--- src/wwd_regs.svh ---
// timing and reset constants for the windowed watchdog supervisor
`ifndef WWD_REGS_SVH
`define WWD_REGS_SVH

// clock rate
`define WWD_CLK_MHZ 20
// watchdog period, microseconds (typical tuning)
`define WWD_PERIOD_US 100000
// open window is twice this percent of the period; closed window is the period less this percent
`define WWD_OPEN_PCT 20
`define WWD_PCT_FULL 100
// kick-fail pulse is the period divided by this
`define WWD_PULSE_DIV 40
// sleep-detect pulse and repeat interval, microseconds
`define WWD_SLEEP_PULSE_US 3000
`define WWD_SLEEP_PERIOD_US 1000000
// supply dip filter, nanoseconds, rounded up to cycles
`define WWD_UV_NS 5000
`define WWD_NS_PER_US 1000
`define WWD_UV_CYC ((`WWD_UV_NS * `WWD_CLK_MHZ + `WWD_NS_PER_US - 1) / `WWD_NS_PER_US)
`define WWD_UV_CNT_W 8
// good kicks before enable, missed windows before sleep
`define WWD_GOOD_KICKS 2'h3
`define WWD_SLEEP_MISSES 2'h3
// counter width and constants
`define WWD_CNT_W 32
`define WWD_CNT_ZERO 32'h0
`define WWD_CNT_ONE 32'h1
// synchroniser bit positions and reset value (kick idles high)
`define WWD_SYN_KICK 0
`define WWD_SYN_SUPPLY 1
`define WWD_SYN_RST 2'h1

`endif

--- src/wwd_pkg.sv ---
// types shared by the windowed watchdog supervisor modules
`include "wwd_regs.svh"

package wwd_pkg;

	// supervisor sequence states
	typedef enum logic [2:0] {
		ST_DOWN,
		ST_POR,
		ST_CLOSED,
		ST_OPEN,
		ST_PULSE,
		ST_SLEEP,
		ST_SLEEP_PULSE
	} wwd_state_t;

	// top-level state
	typedef struct packed {
		wwd_state_t state;
		logic [`WWD_CNT_W-1:0] cnt;
		logic [1:0] good;
		logic [1:0] miss;
		logic kick_prev;
		logic rst_n;
		logic en_n;
		logic sleep;
	} wwd_top_st_t;

	// synchroniser state
	typedef struct packed {
		logic [1:0] meta;
		logic [1:0] sync;
	} wwd_sync_st_t;

	// supply dip filter state
	typedef struct packed {
		logic [`WWD_UV_CNT_W-1:0] cnt;
		logic ok;
	} wwd_uv_st_t;

endpackage

--- src/wwd_top.sv ---
// windowed watchdog and reset supervisor top level
// Behaviour
// - missed open window: pulse of period/40
// - closed-window kick: reset, restart sequence
// - no kicks: repeating reset square wave
// - repeat until open-window falling kick or third missed period
// - power-on delay holds reset, ignores kicks
// - delay over: release reset, start closed
// - open-window kick restarts closed window
// - supply dip over 5 us forces reset
// - enable inactive whenever reset active
// - enable after three good kicks
// - three missed periods enter sleep mode
// - sleep mode: 3 ms pulse every second
// - any kick edge leaves sleep mode
// - closed then open window sizing
// - power-on delay equals one period
`timescale 1ns/1ps
`include "wwd_regs.svh"

module wwd_top #(
	// watchdog period in cycles
	parameter int unsigned PERIOD_CYC = `WWD_PERIOD_US * `WWD_CLK_MHZ,
	// sleep-detect repeat interval in cycles
	parameter int unsigned SLEEP_PERIOD_CYC = `WWD_SLEEP_PERIOD_US * `WWD_CLK_MHZ,
	// sleep-detect pulse width in cycles
	parameter int unsigned SLEEP_PULSE_CYC = `WWD_SLEEP_PULSE_US * `WWD_CLK_MHZ
)(
	// clock and reset
	input wire logic i_clk,
	input wire logic i_arst_n,
	// host side pins
	input wire logic i_watchdog_kick,
	input wire logic i_supply_ok,
	// supervisor outputs
	output logic o_host_init_pulse_n,
	output logic o_sys_enable_n,
	output logic o_sleep_mode
);

	// ------------------------------------------------------------
	// window lengths
	// ------------------------------------------------------------

	localparam int unsigned CLOSED_CYC = PERIOD_CYC * (`WWD_PCT_FULL - `WWD_OPEN_PCT) / `WWD_PCT_FULL;
	localparam int unsigned OPEN_CYC = 2 * PERIOD_CYC * `WWD_OPEN_PCT / `WWD_PCT_FULL;
	localparam int unsigned PULSE_CYC = PERIOD_CYC / `WWD_PULSE_DIV;
	// last count of each phase
	localparam logic [`WWD_CNT_W-1:0] POR_LAST = `WWD_CNT_W'(PERIOD_CYC - 1);
	localparam logic [`WWD_CNT_W-1:0] CLOSED_LAST = `WWD_CNT_W'(CLOSED_CYC - 1);
	localparam logic [`WWD_CNT_W-1:0] OPEN_LAST = `WWD_CNT_W'(OPEN_CYC - 1);
	localparam logic [`WWD_CNT_W-1:0] PULSE_LAST = `WWD_CNT_W'(PULSE_CYC - 1);
	localparam logic [`WWD_CNT_W-1:0] SLP_IDLE_LAST = `WWD_CNT_W'(SLEEP_PERIOD_CYC - SLEEP_PULSE_CYC - 1);
	localparam logic [`WWD_CNT_W-1:0] SLP_PULSE_LAST = `WWD_CNT_W'(SLEEP_PULSE_CYC - 1);

	// ------------------------------------------------------------
	// pin conditioning
	// ------------------------------------------------------------

	// synchronised pins
	logic [1:0] syn;
	// kick level after synchroniser
	logic kick_s;
	// filtered supply good
	logic uv_ok;
	// kick edges
	logic kick_fall;
	logic kick_edge;
	// register state and next value, read by the edge detectors below
	wwd_pkg::wwd_top_st_t q;
	wwd_pkg::wwd_top_st_t d;

	wwd_sync u_sync (
		.i_clk(i_clk),
		.i_arst_n(i_arst_n),
		.i_async({i_supply_ok, i_watchdog_kick}),
		.o_sync(syn)
	);

	wwd_uv_filter u_uv (
		.i_clk(i_clk),
		.i_arst_n(i_arst_n),
		.i_level(syn[`WWD_SYN_SUPPLY]),
		.o_ok(uv_ok)
	);

	assign kick_s = syn[`WWD_SYN_KICK];
	assign kick_fall = q.kick_prev & ~kick_s;
	assign kick_edge = q.kick_prev ^ kick_s;

	// ------------------------------------------------------------
	// sequencer
	// ------------------------------------------------------------

	// next-state logic; a supply dip overrides every phase
	always_comb
	begin
		d = q;
		d.kick_prev = kick_s;
		d.cnt = q.cnt + `WWD_CNT_ONE;
		if (!uv_ok)
		begin
			d.state = wwd_pkg::ST_DOWN;
			d.cnt = `WWD_CNT_ZERO;
			d.rst_n = 1'b0;
			d.en_n = 1'b1;
			d.good = '0;
			d.miss = '0;
			d.sleep = 1'b0;
		end
		else
		begin
			unique case (q.state)
				// supply just came good
				wwd_pkg::ST_DOWN:
				begin
					d.state = wwd_pkg::ST_POR;
					d.cnt = `WWD_CNT_ZERO;
				end
				// power-on delay, kicks ignored
				wwd_pkg::ST_POR:
				begin
					if (q.cnt == POR_LAST)
					begin
						d.state = wwd_pkg::ST_CLOSED;
						d.cnt = `WWD_CNT_ZERO;
						d.rst_n = 1'b1;
					end
				end
				// closed window
				wwd_pkg::ST_CLOSED:
				begin
					if (kick_fall)
					begin
						d.state = wwd_pkg::ST_PULSE;
						d.cnt = `WWD_CNT_ZERO;
						d.rst_n = 1'b0;
						d.en_n = 1'b1;
						d.good = '0;
						d.miss = '0;
					end
					else if (q.cnt == CLOSED_LAST)
					begin
						d.state = wwd_pkg::ST_OPEN;
						d.cnt = `WWD_CNT_ZERO;
					end
				end
				// open window
				wwd_pkg::ST_OPEN:
				begin
					if (kick_fall)
					begin
						d.state = wwd_pkg::ST_CLOSED;
						d.cnt = `WWD_CNT_ZERO;
						d.miss = '0;
						if (q.good != `WWD_GOOD_KICKS)
						begin
							d.good = q.good + 2'h1;
						end
						if (q.good >= `WWD_GOOD_KICKS - 2'h1)
						begin
							d.en_n = 1'b0;
						end
					end
					else if (q.cnt == OPEN_LAST)
					begin
						d.state = wwd_pkg::ST_PULSE;
						d.cnt = `WWD_CNT_ZERO;
						d.rst_n = 1'b0;
						d.en_n = 1'b1;
						d.good = '0;
						if (q.miss != `WWD_SLEEP_MISSES)
						begin
							d.miss = q.miss + 2'h1;
						end
					end
				end
				// watchdog reset pulse, kicks ignored
				wwd_pkg::ST_PULSE:
				begin
					if (q.cnt == PULSE_LAST)
					begin
						d.cnt = `WWD_CNT_ZERO;
						d.rst_n = 1'b1;
						if (q.miss == `WWD_SLEEP_MISSES)
						begin
							d.state = wwd_pkg::ST_SLEEP;
							d.sleep = 1'b1;
						end
						else
						begin
							d.state = wwd_pkg::ST_CLOSED;
						end
					end
				end
				// sleep mode: reset released in ST_SLEEP, held low in ST_SLEEP_PULSE
				wwd_pkg::ST_SLEEP,
				wwd_pkg::ST_SLEEP_PULSE:
				begin
					if (kick_edge)
					begin
						d.state = wwd_pkg::ST_CLOSED;
						d.cnt = `WWD_CNT_ZERO;
						d.rst_n = 1'b1;
						d.miss = '0;
						d.sleep = 1'b0;
					end
					else if (q.state == wwd_pkg::ST_SLEEP && q.cnt == SLP_IDLE_LAST)
					begin
						d.state = wwd_pkg::ST_SLEEP_PULSE;
						d.cnt = `WWD_CNT_ZERO;
						d.rst_n = 1'b0;
					end
					else if (q.state == wwd_pkg::ST_SLEEP_PULSE && q.cnt == SLP_PULSE_LAST)
					begin
						d.state = wwd_pkg::ST_SLEEP;
						d.cnt = `WWD_CNT_ZERO;
						d.rst_n = 1'b1;
					end
				end
				// illegal code: treat as power down
				default:
				begin
					d.state = wwd_pkg::ST_DOWN;
					d.cnt = `WWD_CNT_ZERO;
					d.rst_n = 1'b0;
					d.en_n = 1'b1;
					d.good = '0;
					d.miss = '0;
					d.sleep = 1'b0;
				end
			endcase
		end
	end

	// registers; reset holds the host in reset with enable off
	always_ff @(posedge i_clk or negedge i_arst_n)
	begin
		if (!i_arst_n)
		begin
			q.state <= wwd_pkg::ST_DOWN;
			q.cnt <= `WWD_CNT_ZERO;
			q.good <= '0;
			q.miss <= '0;
			q.kick_prev <= 1'b1;
			q.rst_n <= 1'b0;
			q.en_n <= 1'b1;
			q.sleep <= 1'b0;
		end
		else
		begin
			q <= d;
		end
	end

	// outputs straight from flops
	assign o_host_init_pulse_n = q.rst_n;
	assign o_sys_enable_n = q.en_n;
	assign o_sleep_mode = q.sleep;
endmodule // wwd_top

--- src/wwd_sync.sv ---
// two-flop synchroniser for the kick and supply comparator pins
`timescale 1ns/1ps
`include "wwd_regs.svh"

module wwd_sync (
	// clock and reset
	input wire logic i_clk,
	input wire logic i_arst_n,
	// asynchronous pins
	input wire logic [1:0] i_async,
	// synchronised levels
	output logic [1:0] o_sync
);

	// register state and next value
	wwd_pkg::wwd_sync_st_t q;
	wwd_pkg::wwd_sync_st_t d;

	// first stage feeds only the second stage
	always_comb
	begin
		d.meta = i_async;
		d.sync = q.meta;
	end

	// registers
	always_ff @(posedge i_clk or negedge i_arst_n)
	begin
		if (!i_arst_n)
		begin
			q.meta <= `WWD_SYN_RST;
			q.sync <= `WWD_SYN_RST;
		end
		else
		begin
			q <= d;
		end
	end

	assign o_sync = q.sync;

endmodule // wwd_sync

--- src/wwd_uv_filter.sv ---
// supply dip filter: ok drops only after a sustained low
`timescale 1ns/1ps
`include "wwd_regs.svh"

module wwd_uv_filter (
	// clock and reset
	input wire logic i_clk,
	input wire logic i_arst_n,
	// synchronised comparator level, high above threshold
	input wire logic i_level,
	// filtered supply good
	output logic o_ok
);

	// dip length limit in cycles
	localparam logic [`WWD_UV_CNT_W-1:0] UV_LAST = `WWD_UV_CNT_W'(`WWD_UV_CYC - 1);

	// register state and next value
	wwd_pkg::wwd_uv_st_t q;
	wwd_pkg::wwd_uv_st_t d;

	// count consecutive low cycles, recover at once when high
	always_comb
	begin
		d = q;
		if (i_level)
		begin
			d.cnt = '0;
			d.ok = 1'b1;
		end
		else if (q.cnt == UV_LAST)
		begin
			d.ok = 1'b0;
		end
		else
		begin
			d.cnt = q.cnt + `WWD_UV_CNT_W'(1);
		end
	end

	// registers; supply counts as down until seen high
	always_ff @(posedge i_clk or negedge i_arst_n)
	begin
		if (!i_arst_n)
		begin
			q.cnt <= '0;
			q.ok <= 1'b0;
		end
		else
		begin
			q <= d;
		end
	end

	assign o_ok = q.ok;

endmodule // wwd_uv_filter

--- config.mk ---
export PLATFORM = sky130hd
export DESIGN_NAME = wwd_top
export DESIGN_NICKNAME = d
export VERILOG_FILES = /design/src/wwd_pkg.sv /design/src/wwd_top.sv /design/src/wwd_sync.sv /design/src/wwd_uv_filter.sv
export VERILOG_INCLUDE_DIRS = /design/src
export SDC_FILE = /design/constraint.sdc
export NUM_CORES = 1
export LEC_CHECK = 0
export ABC_AREA = 1
export BUFFER_PORTS_ARGS = -buffer_cell sky130_fd_sc_hd__buf_4
export CAP_MARGIN = 15
export CORE_MARGIN = 2
export CORE_UTILIZATION = 40
export CTS_CLUSTER_SIZE = 28
export DETAILED_ROUTE_END_ITERATION = 10
export GPL_TIMING_DRIVEN = 0
export SLEW_MARGIN = 20
export SYNTH_ARGS = -nofsm -noshare
export SYNTH_HDL_FRONTEND = slang
export SYNTH_SLANG_ARGS = --single-unit
--- constraint.sdc ---
create_clock -name i_clk -period 4.4 [get_ports i_clk]
set_clock_uncertainty 0.2 [all_clocks]
set_input_delay 0.88 -clock i_clk [delete_from_list [all_inputs] [get_ports i_clk]]
set_output_delay 0.88 -clock i_clk [all_outputs]
set_load 0.05 [all_outputs]
======== Yosys cells after proc, flatten, opt, wreduce, memory -nomap -nowiden ========
Index checks and enable logic that the tools add are counted.
W data, S select, Z words.
word-level totals
  input bits .............................. 4
  logic and storage cells ................. 106
  flip-flop bits (word level) ............. 56
operators by class
  reductions and logical operators ........ 14
  bitwise operators ....................... 3
  $lt $le $gt $ge ......................... 1
  muxes and demuxes ....................... 38
  $add $sub $neg .......................... 4
  eq/ne operators ......................... 34
operators by type and width
  cell                     number
  $mux W35                 7
  $pmux W35 S6             1
  $mux W39                 3
  $eq A32 B16 Y1 const B   2
  $eq A32 B21 Y1 const B   2
  $add A32 B1 Y32 const B  1
  $eq A32 B20 Y1 const B   1
  $eq A32 B25 Y1 const B   1
  $ne A3 B3 Y1 const B     7
  $ne A4 B4 Y1 const B     5
  $ne A2 B2 Y1 const B     7
  $mux W1                  12
  $reduce_and A4 Y1        3
  $mux W2                  5
  $reduce_and A5 Y1        2
  $eq A3 B3 Y1 const B     3
  $mux W9                  1
  $add A8 B1 Y8 const B    1
  $eq A8 B7 Y1 const B     1
  $mux W8                  1
  $pmux W2 S4              1
  $reduce_and A7 Y1        1
  $eq A3 B2 Y1 const B     2
  $mux W3                  2
  19 further kinds         22

======== Logic depth before layout (Yosys ltp) ========
  depth in word-level cells ............... 7
  mapped depth ............................ 13
  depth with buffers taken out ............ 13

======== Cells and area by module ========
A second synthesis with hierarchy kept.
unflattened totals
  cells, all modules ...................... 617
  area total of the unflattened synthesis .. 4015.1 um^2
modules (own cells, without submodules)
  module         area each (um^2)  sequential area each (um^2)  cells an instance  times used
  wwd_top        3417.0            1078.5                       550                1
  wwd_uv_filter  495.5             225.2                        63                 1
  wwd_sync       102.6             102.6                        4                  1

======== Worst setup path after synthesis ========
Ideal clock, no wire load.
  kind .................................... register -> register
  from .................................... reg q[8] (netlist bit)
  to ...................................... reg q[29] (netlist bit)
  required time ........................... 4.080 ns
  data arrival time ....................... 1.630 ns
  library setup time ...................... 0.120 ns
  setup slack ............................. 2.450 ns
  stages on the path, launching flop included .. 13
  path buffers ............................ 1
  cells stage by stage .................... dfrtp_1 -> ha_1 -> nand2_1 -> nor2_4 -> nand2_2 -> nor2_1 -> nand2_1 -> nand3_2 -> nand2_1 -> nand3b_4 -> inv_6 -> buf_8 -> nor2_1
RTL lines
  item         line           text
  from (decl)  wwd_top.sv:70  wwd_pkg::wwd_top_st_t q;

==> flow_metrics.env <==
export IMPL_outcome="complete, no violations"
export IMPL_rsz0062_at_grt="no"
export IMPL_synth_area_leaders="dfrtp_1 (36%), nand2_1 (14%), nor2_1 (9.6%)"
export IMPL_worstReg2RegEnd="q[38]$_DFF_PN0_"
export IMPL_instances_no_fill=650
export IMPL_antenna_found_initial=0
export IMPL_cts_clk_slew_worst_paths_ns=0.11
export IMPL_h_tree_depth=2
export IMPL_yosysTopAreaCell="dfrtp_1"
export IMPL_syn_inst=528
export IMPL_synth_cell_types=31
export IMPL_seq_area_frac_synth_pct=38.6
export IMPL_pwr_share_clk_pct=26.9
export IMPL_vdd_drop_max_v=0.000158
export IMPL_intPower_mw=0.763
export IMPL_worstHoldStart="u_sync.d[0]$_DFF_PN1_"
export IMPL_io_buffers=6
export IMPL_worst_ep_arrival_time_ns=2.31
export IMPL_slowest_delay_ns=0.49
export IMPL_final_cell_mix="nand2_1 (133), nor2_1 (93), inv_1 (76), dfrtp_1 (52), nand3_1 (38)"
export IMPL_fin_crit_sh_pct=52.2
export IMPL_p_per_area_nw_per_um2=297
export IMPL_die_y_um=99.4
export IMPL_syn_avg_cell_area_um2=6.90
export IMPL_yosysWarnings=0
export IMPL_slew_limit_headroom_pct=51.8
export IMPL_track_usage_pct=18.5
export IMPL_setup_viol=0
export IMPL_routed_via_density=5.07
export IMPL_root_buffer="clkbuf_8"
export IMPL_cp_max_fo=6
export IMPL_p_seq_share_pct=49.5
export IMPL_areaGrowthSynthToFinish_pct=7.62
export IMPL_rows=34
export IMPL_vias=3294
export IMPL_r2r_start="q[26]$_DFF_PN0_"
export IMPL_cp_slowest_cell="dfrtp_1"
export IMPL_start_util_pct=41.6
export IMPL_wl_per_cell_um=12.9
export IMPL_fin_crit_ns=2.30
export IMPL_grt_ovfl_total=0
export IMPL_syn_area_um2=3640
export IMPL_drv_slew=0
export IMPL_tns_ns=0
export IMPL_clockBufferDepth=2
export IMPL_drt_iter0_markers=200
export IMPL_grt_first_pass_wirelength_um=14800
export IMPL_max_freq_mhz=436
export IMPL_cts_tree="done"
export IMPL_wl_um=8390
export IMPL_crit_path_end_kind="flip-flop"
export IMPL_die_area_um2=9890
export IMPL_p_comb_share_pct=23.7
export IMPL_switchingPower_mw=0.401
export IMPL_synth_seq_cells=56
export IMPL_synth_top_area_share_pct=35.7
export IMPL_die_w_um=99.4
export IMPL_final_layout_size_suffix_gt1_share_pct=9.23
export IMPL_clk_latency_ns=0.32
export IMPL_holdPathStages=0
export IMPL_min_to="u_sync.o_sync[0]$_DFF_PN1_"
export IMPL_swShare_pct=34.4
export IMPL_n_antenna_cell=0
export IMPL_worstMarginPinSlew_ns=0.723
export IMPL_path_class="flip-flop to flip-flop"
export IMPL_ant_nets=0
export IMPL_post_cts_setup_buffer_count=0
export IMPL_drc_errors=0
export IMPL_hold_viol=0
export IMPL_cts_resized=0
export IMPL_synthesis_nets=538
export IMPL_grt_max_degree=57
export IMPL_crit_buf_inv=2
export IMPL_dp_hpwl_um=6590
export IMPL_numCtsBuffers=5
export IMPL_crit_chain="nand2_1 > inv_1 > nand2_1 > nor2_1 > nand2_1 > nor2_1 > nor2_1 > nor2_1 > nand3_1 > nand3_1 > inv_1"
export IMPL_fin_nets=551
export IMPL_dp_cells=642
export IMPL_grt_pass1_vias=3177
export IMPL_core_um2=8760
export IMPL_clkSinkCount=56
export IMPL_final_common_cell="nand2_1"
export IMPL_hold_class="flip-flop to flip-flop"
export IMPL_ff2ff_setup_slack_ns=2.10
export IMPL_fin_area_um2=3920
export IMPL_num_io_pins=7
export IMPL_firstDrtPassIters=5
export IMPL_path_delay_family="simple AND/OR/NAND/NOR gates"
export IMPL_place_area_um2=3820
export IMPL_p_leak_nw=1.89
export IMPL_required_ns=4.42
export IMPL_cts_hold_buf=0
export IMPL_reg2reg_depth=11
export IMPL_place_congestion=0.912
export IMPL_worstSetupStartpointType="flip-flop"
export IMPL_drv_cap=0
export IMPL_cpMostUsedCell="nor2_1"
-- metal layers --
| layer | wire length, µm | vias up | global-route usage (%) |
|---|---|---|---|
| li1 | - | 1680 | - |
| met1 | 4180 | 1538 | 26.3 |
| met2 | 3700 | 64 | 29.3 |
| met3 | 351 | 12 | 3.16 |
| met4 | 148 | 0 | 5.06 |
| met5 | 0 | - | 0 |
-- power by group through the flow --
| stage | clock, mW | sequential, mW | combinational (mW) |
|---|---|---|---|
| after floorplan | 0 | 0.596 | 0.193 |
| after global placement | 0 | 0.584 | 0.274 |
| after detailed placement | 0 | 0.586 | 0.277 |
| after CTS | 0.330 | 0.576 | 0.278 |
| final | 0.313 | 0.575 | 0.275 |
| after global routing | 0.348 | 0.581 | 0.310 |
-- registers in the layout, indices dropped and copies added, names as in the netlist --
register / count
u_uv.o_ok: 1
o_sys_enable_n: 1
u_sync.d: 2
u_uv.q: 8
q: 40
o_host_init_pulse_n: 1
u_sync.o_sync: 2
o_sleep_mode: 1
-- per-stage QoR --
stage / total power, mW / setup WS, ns / hold WS, ns / util, %
CTS: 1.18 / 2.11 / 0.164 / 44.7
floorplan: 0.789 / 2.45 / 0.131 / -
finish: 1.16 / 2.10 / 0.160 / 44.7
global placement: 0.858 / 2.15 / 0.134 / 43.6
detailed placement: 0.862 / 2.15 / 0.142 / 43.6
global route: 1.24 / 1.91 / 0.170 / 44.7
-- worst register-to-register path, delay by kind of cell, from the launching register on --
kind          cells  cell delay (ns)
buf+inv           2             0.22
simple gates      9             1.30
flops             1             0.49
-- layout make-up --
class	instances	area [µm²]
Buffer	4	42.5
Clock buffer	5	68.8
Clock inverter	3	28.8
Fill cell	922	4840
Inverter	81	309
Multi-Input combinational cell	387	1890
Sequential cell	56	1410
Tap cell	108	135
Timing Repair Buffer	6	45.0
-- cell families after synthesis --
logic type / count (synthesis) / synth area share, %
DFF: 56 / 38.6
adders and majority gates: 6 / 2.06
and+or+nand+nor: 326 / 40.0
AOI/OAI and AO/OA: 36 / 5.08
buffers and inverters: 85 / 9.65
xor gates and xnor gates: 19 / 4.57
-- synth_stat cells --
master and instances:
inv_2 2, dfrtp_1 52, nor3_1 11, o21ai_0 23
buf_8 1, xor2_1 19, nor3b_1 1, dfstp_2 4
inv_6 1, nand3_1 38, nand4_1 18, nand3b_1 2
nand2_1 133, nand3b_4 1, nand2_2 5, nor2_4 5
nor2_2 13, nor4_1 3, clkinv_1 2, and2_1 1
nor2_1 93, inv_1 76, and3_1 1, o31ai_1 1
a31oi_1 2, o21ai_1 1, buf_6 2, a21oi_1 9
buf_2 1, nand3_2 1, ha_1 6
-- worst max path at each step --
stage,from,to,slack [ns],depth (start not counted)
detailed placement,q[8]$_DFF_PN0_,q[23]$_DFF_PN0_,2.15,12
CTS,q[8]$_DFF_PN0_,q[20]$_DFF_PN0_,2.11,12
finish,q[26]$_DFF_PN0_,q[38]$_DFF_PN0_,2.10,11
floorplan,q[8]$_DFF_PN0_,q[29]$_DFF_PN0_,2.45,12
global route,q[8]$_DFF_PN0_,q[15]$_DFF_PN0_,1.91,13
global placement,q[31]$_DFF_PN0_,q[24]$_DFF_PN0_,2.15,11
Note: power is estimated with default switching activity, not from simulation.
